--- config.mk ---
export PLATFORM = sky130hd
export DESIGN_NAME = ssm_safe_state
export DESIGN_NICKNAME = d
export VERILOG_FILES = /design/src/rtl/ssm_safe_state.v
export VERILOG_INCLUDE_DIRS = /design/src /design/src/common
export SDC_FILE = /design/constraint.sdc
export NUM_CORES = 1
export LEC_CHECK = 0
export BUFFER_PORTS_ARGS = -buffer_cell sky130_fd_sc_hd__buf_2
export CAP_MARGIN = 10
export CELL_PAD_IN_SITES_DETAIL_PLACEMENT = 0
export CELL_PAD_IN_SITES_GLOBAL_PLACEMENT = 1
export CORE_MARGIN = 8
export CORE_UTILIZATION = 35
export CTS_CLUSTER_DIAMETER = 50
export DETAILED_ROUTE_END_ITERATION = 8
export GPL_TIMING_DRIVEN = 0
export PLACE_DENSITY = 0.8
export SLEW_MARGIN = 15
export SYNTH_ARGS = -nofsm -noshare
export SYNTH_HDL_FRONTEND = slang
export SYNTH_SLANG_ARGS = --single-unit
--- constraint.sdc ---
create_clock -name CLK_SYS_I -period 4.2 [get_ports CLK_SYS_I]
set_input_delay 0.21 -clock CLK_SYS_I [delete_from_list [all_inputs] [get_ports CLK_SYS_I]]
set_output_delay 0.21 -clock CLK_SYS_I [all_outputs]
set_load 0.03 [all_outputs]
--- src/common/ssm_map.vh ---
`ifndef SSM_MAP_VH
`define SSM_MAP_VH
// register byte offsets
`define SSM_REG_CTRL      8'h00
`define SSM_REG_SRC       8'h04
`define SSM_REG_AUTO      8'h08
`define SSM_REG_STATUS    8'h0c
`define SSM_REG_PROFILE   8'h10
`define SSM_REG_TRIP      8'h14
// ctrl field positions
`define SSM_CTRL_LACK     0
`define SSM_CTRL_CLR      1
// status field positions
`define SSM_ST_OAREQ      0
`define SSM_ST_FVACT      1
`define SSM_ST_FAULT      2
`define SSM_ST_CRC        3
`define SSM_ST_WDT        4
// profile field positions
`define SSM_PR_MODE0      0
`define SSM_PR_MODE1      1
`define SSM_PR_LREQ       2
`define SSM_PR_RREQ       3
`define SSM_PR_SAFE       4
// reset values
`define SSM_RST_SRC       8'h00
`define SSM_RST_AUTO      8'h00
// retry interval of the link reconnect pulse, in ns
`define SSM_RETRY_NS      1000
`define SSM_CLK_NS        25
`define SSM_RETRY_CYC     ((`SSM_RETRY_NS + `SSM_CLK_NS - 1) / `SSM_CLK_NS)
`endif

--- src/rtl/ssm_safe_state.v ---
// Notes on behaviour
// - Any trip enters reintegration state, stops drive and sets safe torque off in the same cycle; passivation or a same-cycle link error overrides the entry.
// - Reintegration accepted only after safe torque off done and no error.
// - Each function takes acknowledgement only from its configured source.
// - Reintegration ends only after every tripped function is acknowledged; a link error ends it in passivation, which on exit keeps only active trips.
// - Local request high if any tripped function may be acked locally.
// - Remote request high if any tripped function may be acked over link.
// - Only a rising edge of the remote ack bit acknowledges.
// - Auto-ack functions keep request flags low and acknowledge internally.
// - Reintegration goes operational once errors cleared and all acked.
// - Reintegration reports status 0,0,0, mode 01, safe flag 1.
// - Link CRC error or watchdog timeout enters module passivation.
// - Passivation stops drive, sets safe torque off, forces I/O to zero.
// - Passivation transmits fail-safe zero for all channels to the host.
// - While link broken in passivation, reconnect attempts repeat forever.
// - Module passivation is left only once the link error is resolved.
// - CRC flag is 1 in passivation caused by CRC error, else 0.
// - Timeout flag is 1 in passivation caused by watchdog timeout, else 0.
// - Passivation reports status 0,1,0, mode 01, requests 0, safe flag 1.
// - Operational reports status 0,0,0, mode 01, requests 0, safe flag 0.
// - Module fault is 1 only in fail-safe mode.
//
// Local design decisions: the register addresses and the AXI4-Lite slave port.
`timescale 1ns/10ps
`include "ssm_map.vh"
module ssm_safe_state #(
    parameter NSF       = 8,
    parameter NCH       = 8,
    parameter RETRY_CYC = `SSM_RETRY_CYC
) (
    input  wire             CLK_SYS_I,
    input  wire             NRST_I,
    input  wire [NSF-1:0]   SF_VIOL_I,
    input  wire             STO_DONE_I,
    input  wire [NSF-1:0]   LOCAL_ACK_I,
    input  wire             REMOTE_ACK_BIT_I,
    input  wire             LINK_CRC_ERR_I,
    input  wire             LINK_WDT_I,
    input  wire             LINK_UP_I,
    input  wire             FAILSAFE_MODE_I,
    input  wire [NCH-1:0]   IO_VALUE_I,
    output reg  [NCH-1:0]   IO_OUT_O,
    output reg  [NCH-1:0]   TX_DATA_O,
    output reg              DRIVE_STOP_O,
    output reg              SAFE_TORQUE_OFF_O,
    output reg              LINK_RETRY_O,
    output reg              OPERATOR_ACK_REQUEST_O,
    output reg              FAILSAFE_VALUES_ACTIVE_O,
    output reg              MODULE_FAULT_O,
    output reg              CRC_ERR_FLAG_O,
    output reg              LINK_TIMEOUT_FLAG_O,
    output reg  [1:0]       MODULE_MODE_FIELD_O,
    output reg              LOCAL_ACK_REQUEST_O,
    output reg              REMOTE_ACK_REQUEST_O,
    output reg              SAFE_STATE_FLAG_O,
    input  wire [7:0]       S_AXI_AWADDR,
    input  wire             S_AXI_AWVALID,
    output wire             S_AXI_AWREADY,
    input  wire [31:0]      S_AXI_WDATA,
    input  wire [3:0]       S_AXI_WSTRB,
    input  wire             S_AXI_WVALID,
    output wire             S_AXI_WREADY,
    output reg  [1:0]       S_AXI_BRESP,
    output reg              S_AXI_BVALID,
    input  wire             S_AXI_BREADY,
    input  wire [7:0]       S_AXI_ARADDR,
    input  wire             S_AXI_ARVALID,
    output wire             S_AXI_ARREADY,
    output reg  [31:0]      S_AXI_RDATA,
    output reg  [1:0]       S_AXI_RRESP,
    output reg              S_AXI_RVALID,
    input  wire             S_AXI_RREADY
);

// ----------------------------------------------------------------
// states
// ----------------------------------------------------------------
localparam ST_OPER = 3'b001;
localparam ST_REIN = 3'b010;
localparam ST_PASV = 3'b100;

// ----------------------------------------------------------------
// input synchronisers
// ----------------------------------------------------------------
// every input in raw_in passes two flops; only sync2_q is read
localparam NSYNC = 2 * NSF + 6;
wire [NSYNC-1:0] raw_in = {SF_VIOL_I, LOCAL_ACK_I, STO_DONE_I,
                           REMOTE_ACK_BIT_I, LINK_CRC_ERR_I, LINK_WDT_I,
                           LINK_UP_I, FAILSAFE_MODE_I};
reg  [NSYNC-1:0] sync1_q;
reg  [NSYNC-1:0] sync2_q;
always @(posedge CLK_SYS_I or negedge NRST_I) begin
    if (!NRST_I) begin
        sync1_q <= {NSYNC{1'b0}};
        sync2_q <= {NSYNC{1'b0}};
    end else begin
        sync1_q <= raw_in;
        sync2_q <= sync1_q;
    end
end
wire [NSF-1:0] viol      = sync2_q[NSYNC-1 -: NSF];
wire [NSF-1:0] lack      = sync2_q[NSF+5 -: NSF];
wire           sto_done  = sync2_q[5];
wire           rack      = sync2_q[4];
wire           crc_err   = sync2_q[3];
wire           wdt       = sync2_q[2];
wire           link_up   = sync2_q[1];
wire           fs_mode   = sync2_q[0];

// ----------------------------------------------------------------
// AXI4-Lite slave
// ----------------------------------------------------------------
reg  [NSF-1:0] src_q;
reg  [NSF-1:0] auto_q;
reg  [2:0]     state_q;
reg  [2:0]     state_d;
reg  [NSF-1:0] trip_q;
reg  [NSF-1:0] trip_d;
reg            crc_cause_q;
reg            crc_cause_d;
reg            wdt_cause_q;
reg            wdt_cause_d;
reg  [7:0]     awaddr_q;
reg            aw_have_q;
reg  [31:0]    wdata_q;
reg  [3:0]     wstrb_q;
reg            w_have_q;

assign S_AXI_AWREADY = !aw_have_q && !S_AXI_BVALID;
assign S_AXI_WREADY  = !w_have_q && !S_AXI_BVALID;
assign S_AXI_ARREADY = !S_AXI_RVALID;
wire   wr_go = aw_have_q && w_have_q && !S_AXI_BVALID;

wire [7:0] status_v = {3'h0, LINK_TIMEOUT_FLAG_O, CRC_ERR_FLAG_O,
                       MODULE_FAULT_O, FAILSAFE_VALUES_ACTIVE_O,
                       OPERATOR_ACK_REQUEST_O};
wire [7:0] profile_v = {3'h0, SAFE_STATE_FLAG_O, REMOTE_ACK_REQUEST_O,
                        LOCAL_ACK_REQUEST_O, MODULE_MODE_FIELD_O};

always @(posedge CLK_SYS_I or negedge NRST_I) begin
    if (!NRST_I) begin
        aw_have_q    <= 1'b0;
        w_have_q     <= 1'b0;
        awaddr_q     <= 8'h00;
        wdata_q      <= 32'h0000_0000;
        wstrb_q      <= 4'h0;
        S_AXI_BVALID <= 1'b0;
        S_AXI_BRESP  <= 2'b00;
        S_AXI_RVALID <= 1'b0;
        S_AXI_RRESP  <= 2'b00;
        S_AXI_RDATA  <= 32'h0000_0000;
        src_q        <= `SSM_RST_SRC;
        auto_q       <= `SSM_RST_AUTO;
    end else begin
        if (S_AXI_AWVALID && S_AXI_AWREADY) begin
            aw_have_q <= 1'b1;
            awaddr_q  <= S_AXI_AWADDR;
        end
        if (S_AXI_WVALID && S_AXI_WREADY) begin
            w_have_q <= 1'b1;
            wdata_q  <= S_AXI_WDATA;
            wstrb_q  <= S_AXI_WSTRB;
        end
        if (wr_go) begin
            aw_have_q    <= 1'b0;
            w_have_q     <= 1'b0;
            S_AXI_BVALID <= 1'b1;
            S_AXI_BRESP  <= 2'b00;
            case (awaddr_q)
                `SSM_REG_CTRL: begin
                end
                `SSM_REG_SRC: begin
                    if (wstrb_q[0])
                        src_q <= wdata_q[NSF-1:0];
                end
                `SSM_REG_AUTO: begin
                    if (wstrb_q[0])
                        auto_q <= wdata_q[NSF-1:0];
                end
                default: S_AXI_BRESP <= 2'b10;
            endcase
        end else if (S_AXI_BVALID && S_AXI_BREADY) begin
            S_AXI_BVALID <= 1'b0;
        end
        if (S_AXI_ARVALID && S_AXI_ARREADY) begin
            S_AXI_RVALID <= 1'b1;
            S_AXI_RRESP  <= 2'b00;
            case (S_AXI_ARADDR)
                `SSM_REG_CTRL:    S_AXI_RDATA <= 32'h0000_0000;
                `SSM_REG_SRC:     S_AXI_RDATA <= {24'h0, src_q};
                `SSM_REG_AUTO:    S_AXI_RDATA <= {24'h0, auto_q};
                `SSM_REG_STATUS:  S_AXI_RDATA <= {24'h0, status_v};
                `SSM_REG_PROFILE: S_AXI_RDATA <= {24'h0, profile_v};
                `SSM_REG_TRIP:    S_AXI_RDATA <= {24'h0, trip_q};
                default: begin
                    S_AXI_RDATA <= 32'h0000_0000;
                    S_AXI_RRESP <= 2'b10;
                end
            endcase
        end else if (S_AXI_RVALID && S_AXI_RREADY) begin
            S_AXI_RVALID <= 1'b0;
        end
    end
end

// software local-ack pulse, one cycle per write of the ctrl bit
wire sw_lack = wr_go && (awaddr_q == `SSM_REG_CTRL) && wstrb_q[0] &&
               wdata_q[`SSM_CTRL_LACK];

// ----------------------------------------------------------------
// acknowledgement sources
// ----------------------------------------------------------------
reg  rack_q;
reg  [NSF-1:0] lack_q;
wire rack_rise = rack && !rack_q;
wire [NSF-1:0] lack_rise = lack & ~lack_q;
// src bit 1 means link, 0 means local inputs
// edges that arrive while ack_ok is low are dropped, not queued
wire ack_ok = sto_done && (viol == {NSF{1'b0}});
wire [NSF-1:0] acked = trip_q & (
      auto_q
    | (~auto_q & src_q  & {NSF{rack_rise}})
    | (~auto_q & ~src_q & (lack_rise | {NSF{sw_lack}}))) ;

// ----------------------------------------------------------------
// state machine
// ----------------------------------------------------------------
always @* begin
    state_d     = state_q;
    trip_d      = trip_q;
    crc_cause_d = crc_cause_q;
    wdt_cause_d = wdt_cause_q;
    case (state_q)
        ST_OPER: begin
            if (crc_err || wdt) begin
                state_d     = ST_PASV;
                crc_cause_d = crc_err;
                wdt_cause_d = wdt;
            end else if (viol != {NSF{1'b0}}) begin
                state_d = ST_REIN;
                trip_d  = viol;
            end
        end
        ST_REIN: begin
            if (crc_err || wdt) begin
                state_d     = ST_PASV;
                crc_cause_d = crc_err;
                wdt_cause_d = wdt;
            end else begin
                trip_d = trip_q | viol;
                if (ack_ok)
                    trip_d = trip_q & ~acked;
                if (ack_ok && trip_d == {NSF{1'b0}})
                    state_d = ST_OPER;
            end
        end
        ST_PASV: begin
            crc_cause_d = crc_cause_q | crc_err;
            wdt_cause_d = wdt_cause_q | wdt;
            if (!crc_err && !wdt && link_up) begin
                state_d     = (viol != {NSF{1'b0}}) ? ST_REIN : ST_OPER;
                trip_d      = viol;
                crc_cause_d = 1'b0;
                wdt_cause_d = 1'b0;
            end
        end
        // an illegal state code falls back to the safest state
        default: state_d = ST_PASV;
    endcase
end

// retry counter runs only while passivated with the link down
reg [31:0] retry_cnt_q;
always @(posedge CLK_SYS_I or negedge NRST_I) begin
    if (!NRST_I) begin
        state_q     <= ST_PASV;
        trip_q      <= {NSF{1'b0}};
        crc_cause_q <= 1'b0;
        wdt_cause_q <= 1'b0;
        rack_q      <= 1'b0;
        lack_q      <= {NSF{1'b0}};
        retry_cnt_q <= 32'h0000_0000;
    end else begin
        state_q     <= state_d;
        trip_q      <= trip_d;
        crc_cause_q <= crc_cause_d;
        wdt_cause_q <= wdt_cause_d;
        rack_q      <= rack;
        lack_q      <= lack;
        if (state_d == ST_PASV && !link_up) begin
            if (retry_cnt_q >= RETRY_CYC - 1)
                retry_cnt_q <= 32'h0000_0000;
            else
                retry_cnt_q <= retry_cnt_q + 32'h0000_0001;
        end else begin
            retry_cnt_q <= 32'h0000_0000;
        end
    end
end

// ----------------------------------------------------------------
// registered outputs, all but MODULE_FAULT_O, OPERATOR_ACK_REQUEST_O and MODULE_MODE_FIELD_O derived from the next state
// ----------------------------------------------------------------
// io values come from same-clock logic, so no synchroniser
wire pasv_d = (state_d == ST_PASV);
wire rein_d = (state_d == ST_REIN);
wire [NSF-1:0] pend_d = trip_d & ~auto_q;
always @(posedge CLK_SYS_I or negedge NRST_I) begin
    if (!NRST_I) begin
        IO_OUT_O                 <= {NCH{1'b0}};
        TX_DATA_O                <= {NCH{1'b0}};
        DRIVE_STOP_O             <= 1'b1;
        SAFE_TORQUE_OFF_O        <= 1'b1;
        LINK_RETRY_O             <= 1'b0;
        OPERATOR_ACK_REQUEST_O   <= 1'b0;
        FAILSAFE_VALUES_ACTIVE_O <= 1'b1;
        MODULE_FAULT_O           <= 1'b0;
        CRC_ERR_FLAG_O           <= 1'b0;
        LINK_TIMEOUT_FLAG_O      <= 1'b0;
        MODULE_MODE_FIELD_O      <= 2'b01;
        LOCAL_ACK_REQUEST_O      <= 1'b0;
        REMOTE_ACK_REQUEST_O     <= 1'b0;
        SAFE_STATE_FLAG_O        <= 1'b1;
    end else begin
        DRIVE_STOP_O         <= !state_d[0];
        SAFE_TORQUE_OFF_O    <= !state_d[0];
        IO_OUT_O             <= pasv_d ? {NCH{1'b0}} : IO_VALUE_I;
        TX_DATA_O            <= pasv_d ? {NCH{1'b0}} : IO_VALUE_I;
        LINK_RETRY_O         <= pasv_d && !link_up &&
                                (retry_cnt_q == 32'h0000_0000);
        OPERATOR_ACK_REQUEST_O   <= 1'b0;
        FAILSAFE_VALUES_ACTIVE_O <= pasv_d;
        MODULE_FAULT_O       <= fs_mode;
        CRC_ERR_FLAG_O       <= pasv_d && crc_cause_d;
        LINK_TIMEOUT_FLAG_O  <= pasv_d && wdt_cause_d;
        MODULE_MODE_FIELD_O  <= 2'b01;
        LOCAL_ACK_REQUEST_O  <= rein_d && |(pend_d & ~src_q);
        REMOTE_ACK_REQUEST_O <= rein_d && |(pend_d & src_q);
        SAFE_STATE_FLAG_O    <= !state_d[0];
    end
end

endmodule // ssm_safe_state

==> results.txt <==
Ant diodes -> 0
Max Cap Viol -> 0
Post-layout util -> 45.8%
Met1 WL -> 7.53 mm
TritonCTS clock tree -> built
Detailed-route DRC error count -> 0
Layout cells sized above 1 -> 29.1%
Remaining antenna violation count -> 0
Chip width -> 155 um
Initial Util -> 35.2%
PortBufs -> 101
Largest net degree at the start of global routing -> 97
Post-CTS Resized -> 0
Achievable frequency -> 0.326 GHz
DR pass1 iterations -> 5
Vias per cell -> 4.67
Placed cell areas -> 7840 um2
Syn Area/Cell -> 11.8 um2
Top cell type's share of synthesized area -> 58.4%
Simple logic cell fraction of the synthesized area -> 14.6%
Latest clock arrival within the worst-skew pair -> 0.42 ns
Crit path max fanout -> 10
Placed cell count -> 996
Overflow after GRT -> 0
Post-synthesis mux area share -> 6.62%
Final HPWL DP -> 12.0 mm
CP Class -> flip-flop to flip-flop
First-pass GRT wire length -> 26.2 mm
Vias -> 4,947
Sequential-to-total area share from yosys stat -> 59.6%
Final min period -> 3.07 ns
Syn Inst Count -> 576
Setup bufs post-CTS -> 0
Hold depth -> 2
Crit path capture type -> flip-flop
Top sig layer -> met4
Root Buffer -> clkbuf_16
Die area -> 24,000 um2
Required @ worst endpoint -> 4.49 ns
Metal2 WL -> 7.69 mm
Yosys warnings -> 0
Hold Crit Endpoint -> TX_DATA_O[5]
Leakage -> 4.13 nW
Num ports -> 159
Worst EP arrival -> 3.36 ns
Reg2Reg Setup Slack -> 1.13 ns
PD cells -> 476 nW/um2
Final Max Slew Viols -> 0
Area leader, netlist -> dfrtp_1
Rel. slew slack -> 43.6%
Netlist cell types -> 72
Synth Cell Area -> 6770 um2
Synth async-reset ratio -> 100%
Met3 wire length -> 722 um
H-tree depth -> 4
Inserted Clock Buffers -> 17
Hold path startpoint -> IO_VALUE_I[5]
Layout area overhead -> 29.9%
Final setup violation count -> 0
Die Ht -> 155 um
Clock Pin Slew Worst Setup and Hold Paths -> 0.06 ns
Post-synthesis compound-gate area fraction -> 11.9%
CP startpoint kind -> flip-flop
GRT Total Usage -> 13.8%
Top post-synthesis cells by area -> dfrtp_1 (58%), mux2_2 (6.3%), buf_4 (4.3%)
Synth cell count leaders -> dfrtp_1 (158), nand2_1 (41), buf_4 (39), mux2_2 (38), nor2_1 (37)
Layout net count -> 873
Worst Hold Slack -> 0.00900 ns
Worst-case vdd ir drop -> 290 uV
Row count -> 51
Drt first-iter violations -> 375
Setup_tns -> 0 ns
Status -> completed
Wire per inst -> 15.3 um
Maximum root-to-sink buffer count -> 2
Largest family of logic cells by synthesized area -> simple AND/OR/NAND/NOR gates
Clock Sinks -> 161
Worst Tran Pin Value -> 0.837 ns
Most numerous cell in the Yosys netlist -> dfrtp_1
Synth Register Bits -> 161
Vias in the first global route -> 5,054
FF-to-FF path depth -> 8
Initial antenna violation count -> 0
Top FF cell, synth -> dfrtp_1
Worst Hold Class -> primary input to flip-flop
Pre-CTS setup slack -> 1.19 ns
Drt total wl -> 16.2 mm
Non-Filler Instances -> 1,060
Post-synth EDFFs -> 0
Total core area -> 19,200 um2
RePlAce Congestion -> 0.932
Final hold vios -> 0
RSZ-0062 raised after global routing -> no
Reg2reg start -> awaddr_q[1]
Total power -> 4.18 mW
Reg2reg end -> REMOTE_ACK_REQUEST_O
Post-Synth Adder-Cell Area -> 0.370%
Fin area -> 8790 um2
XOR/XNOR Fraction of Synth Area -> 0.518%
Setup slack after layout -> 1.13 ns
Worst clock skew -> 0.0101 ns
Period utilization -> 73.1%
power breakdown:
| group | internal, mW | leakage, nW | switching, mW |
|---|---|---|---|
| Clock | 0.983 | 0.303 | 0.636 |
| Combinational | 0.306 | 1.85 | 0.356 |
| Sequential | 1.74 | 1.97 | 0.162 |
| Total | 3.03 | 4.13 | 1.15 |
cells by family (layout without fill, tap and decap cells):
group / Yosys count / after routing
adders and majority gates: 2 / 2
and+or+nand+nor: 182 / 182
DFF: 161 / 161
AOI/OAI and AO/OA: 112 / 112
buffers and inverters: 73 / 239
other: 2 / 55
muxes: 40 / 40
xor gates and xnor gates: 4 / 4
layout by cell type, fill, tap and decap left out, types with 8 or more instances in the layout:
| master | count |
|---|---|
| dlygate4sd3_1 | 32 |
| buf_4 | 39 |
| dfrtp_1 | 158 |
| inv_1 | 18 |
| nand2_1 | 41 |
| mux2_2 | 38 |
| a32oi_1 | 8 |
| clkbuf_1 | 12 |
| nand2b_1 | 10 |
| nor4_1 | 15 |
| o21ai_0 | 26 |
| nand3b_1 | 9 |
| a21oi_1 | 11 |
| conb_1 | 55 |
| clkbuf_16 | 17 |
| nor2b_1 | 8 |
| nor2_1 | 37 |
| buf_2 | 105 |
| nor3_1 | 8 |
| and2_1 | 13 |
how the worst max path moves through the flow:
stage	cells past startpoint	to	start	slack, ns
finish	8	REMOTE_ACK_REQUEST_O	awaddr_q[1]	1.13
global route	8	REMOTE_ACK_REQUEST_O	awaddr_q[1]	0.83
CTS	8	REMOTE_ACK_REQUEST_O	awaddr_q[1]	1.14
detailed placement	8	REMOTE_ACK_REQUEST_O	awaddr_q[1]	1.19
global placement	1	wdata_q[5]	NRST_I	0.54
floorplan	7	REMOTE_ACK_REQUEST_O	sync2_q[18]	1.78
worst max-delay path, cell delays in order, from the launching register on:
cell and delay, ns:
dfrtp_1 0.37, nor4_1 0.43, nand4_1 0.27, buf_2 0.27, a211oi_1 0.49, o32ai_1 0.16, nor4_1 0.36, nand4_1 0.15
o41a_1 0.44
cell type report:
type	count	area (um2)
clock inverter	12	170
clock buffer	20	457
tap	265	332
sequential	161	4030
fill	1798	10400
inverter	18	67.6
buffer	55	359
timing repair buffer	134	863
multi-input combinational	395	2510
state kept, by name, summed over array words and instances, names as in the netlist, 8 cells and up:
name	count
retry_cnt_q	32
sync1_q	22
sync2_q	22
S_AXI_RDATA	8
TX_DATA_O	8
auto_q	8
awaddr_q	8
lack_q	8
src_q	8
trip_q	8
wdata_q	8
repair_timing:
action                                  CTS  global route
endpoints found under the setup margin    0             0
hold endpoints to repair                 93             0
hold buffers                             32             0
per-layer routing:
layer	up-vias	global-route usage (%)
met3	17	3.22
li1	2386	-
met1	2398	18.5
met4	0	5.04
met2	146	21.5
met5	-	0
Power figures use the tool's default switching activity.
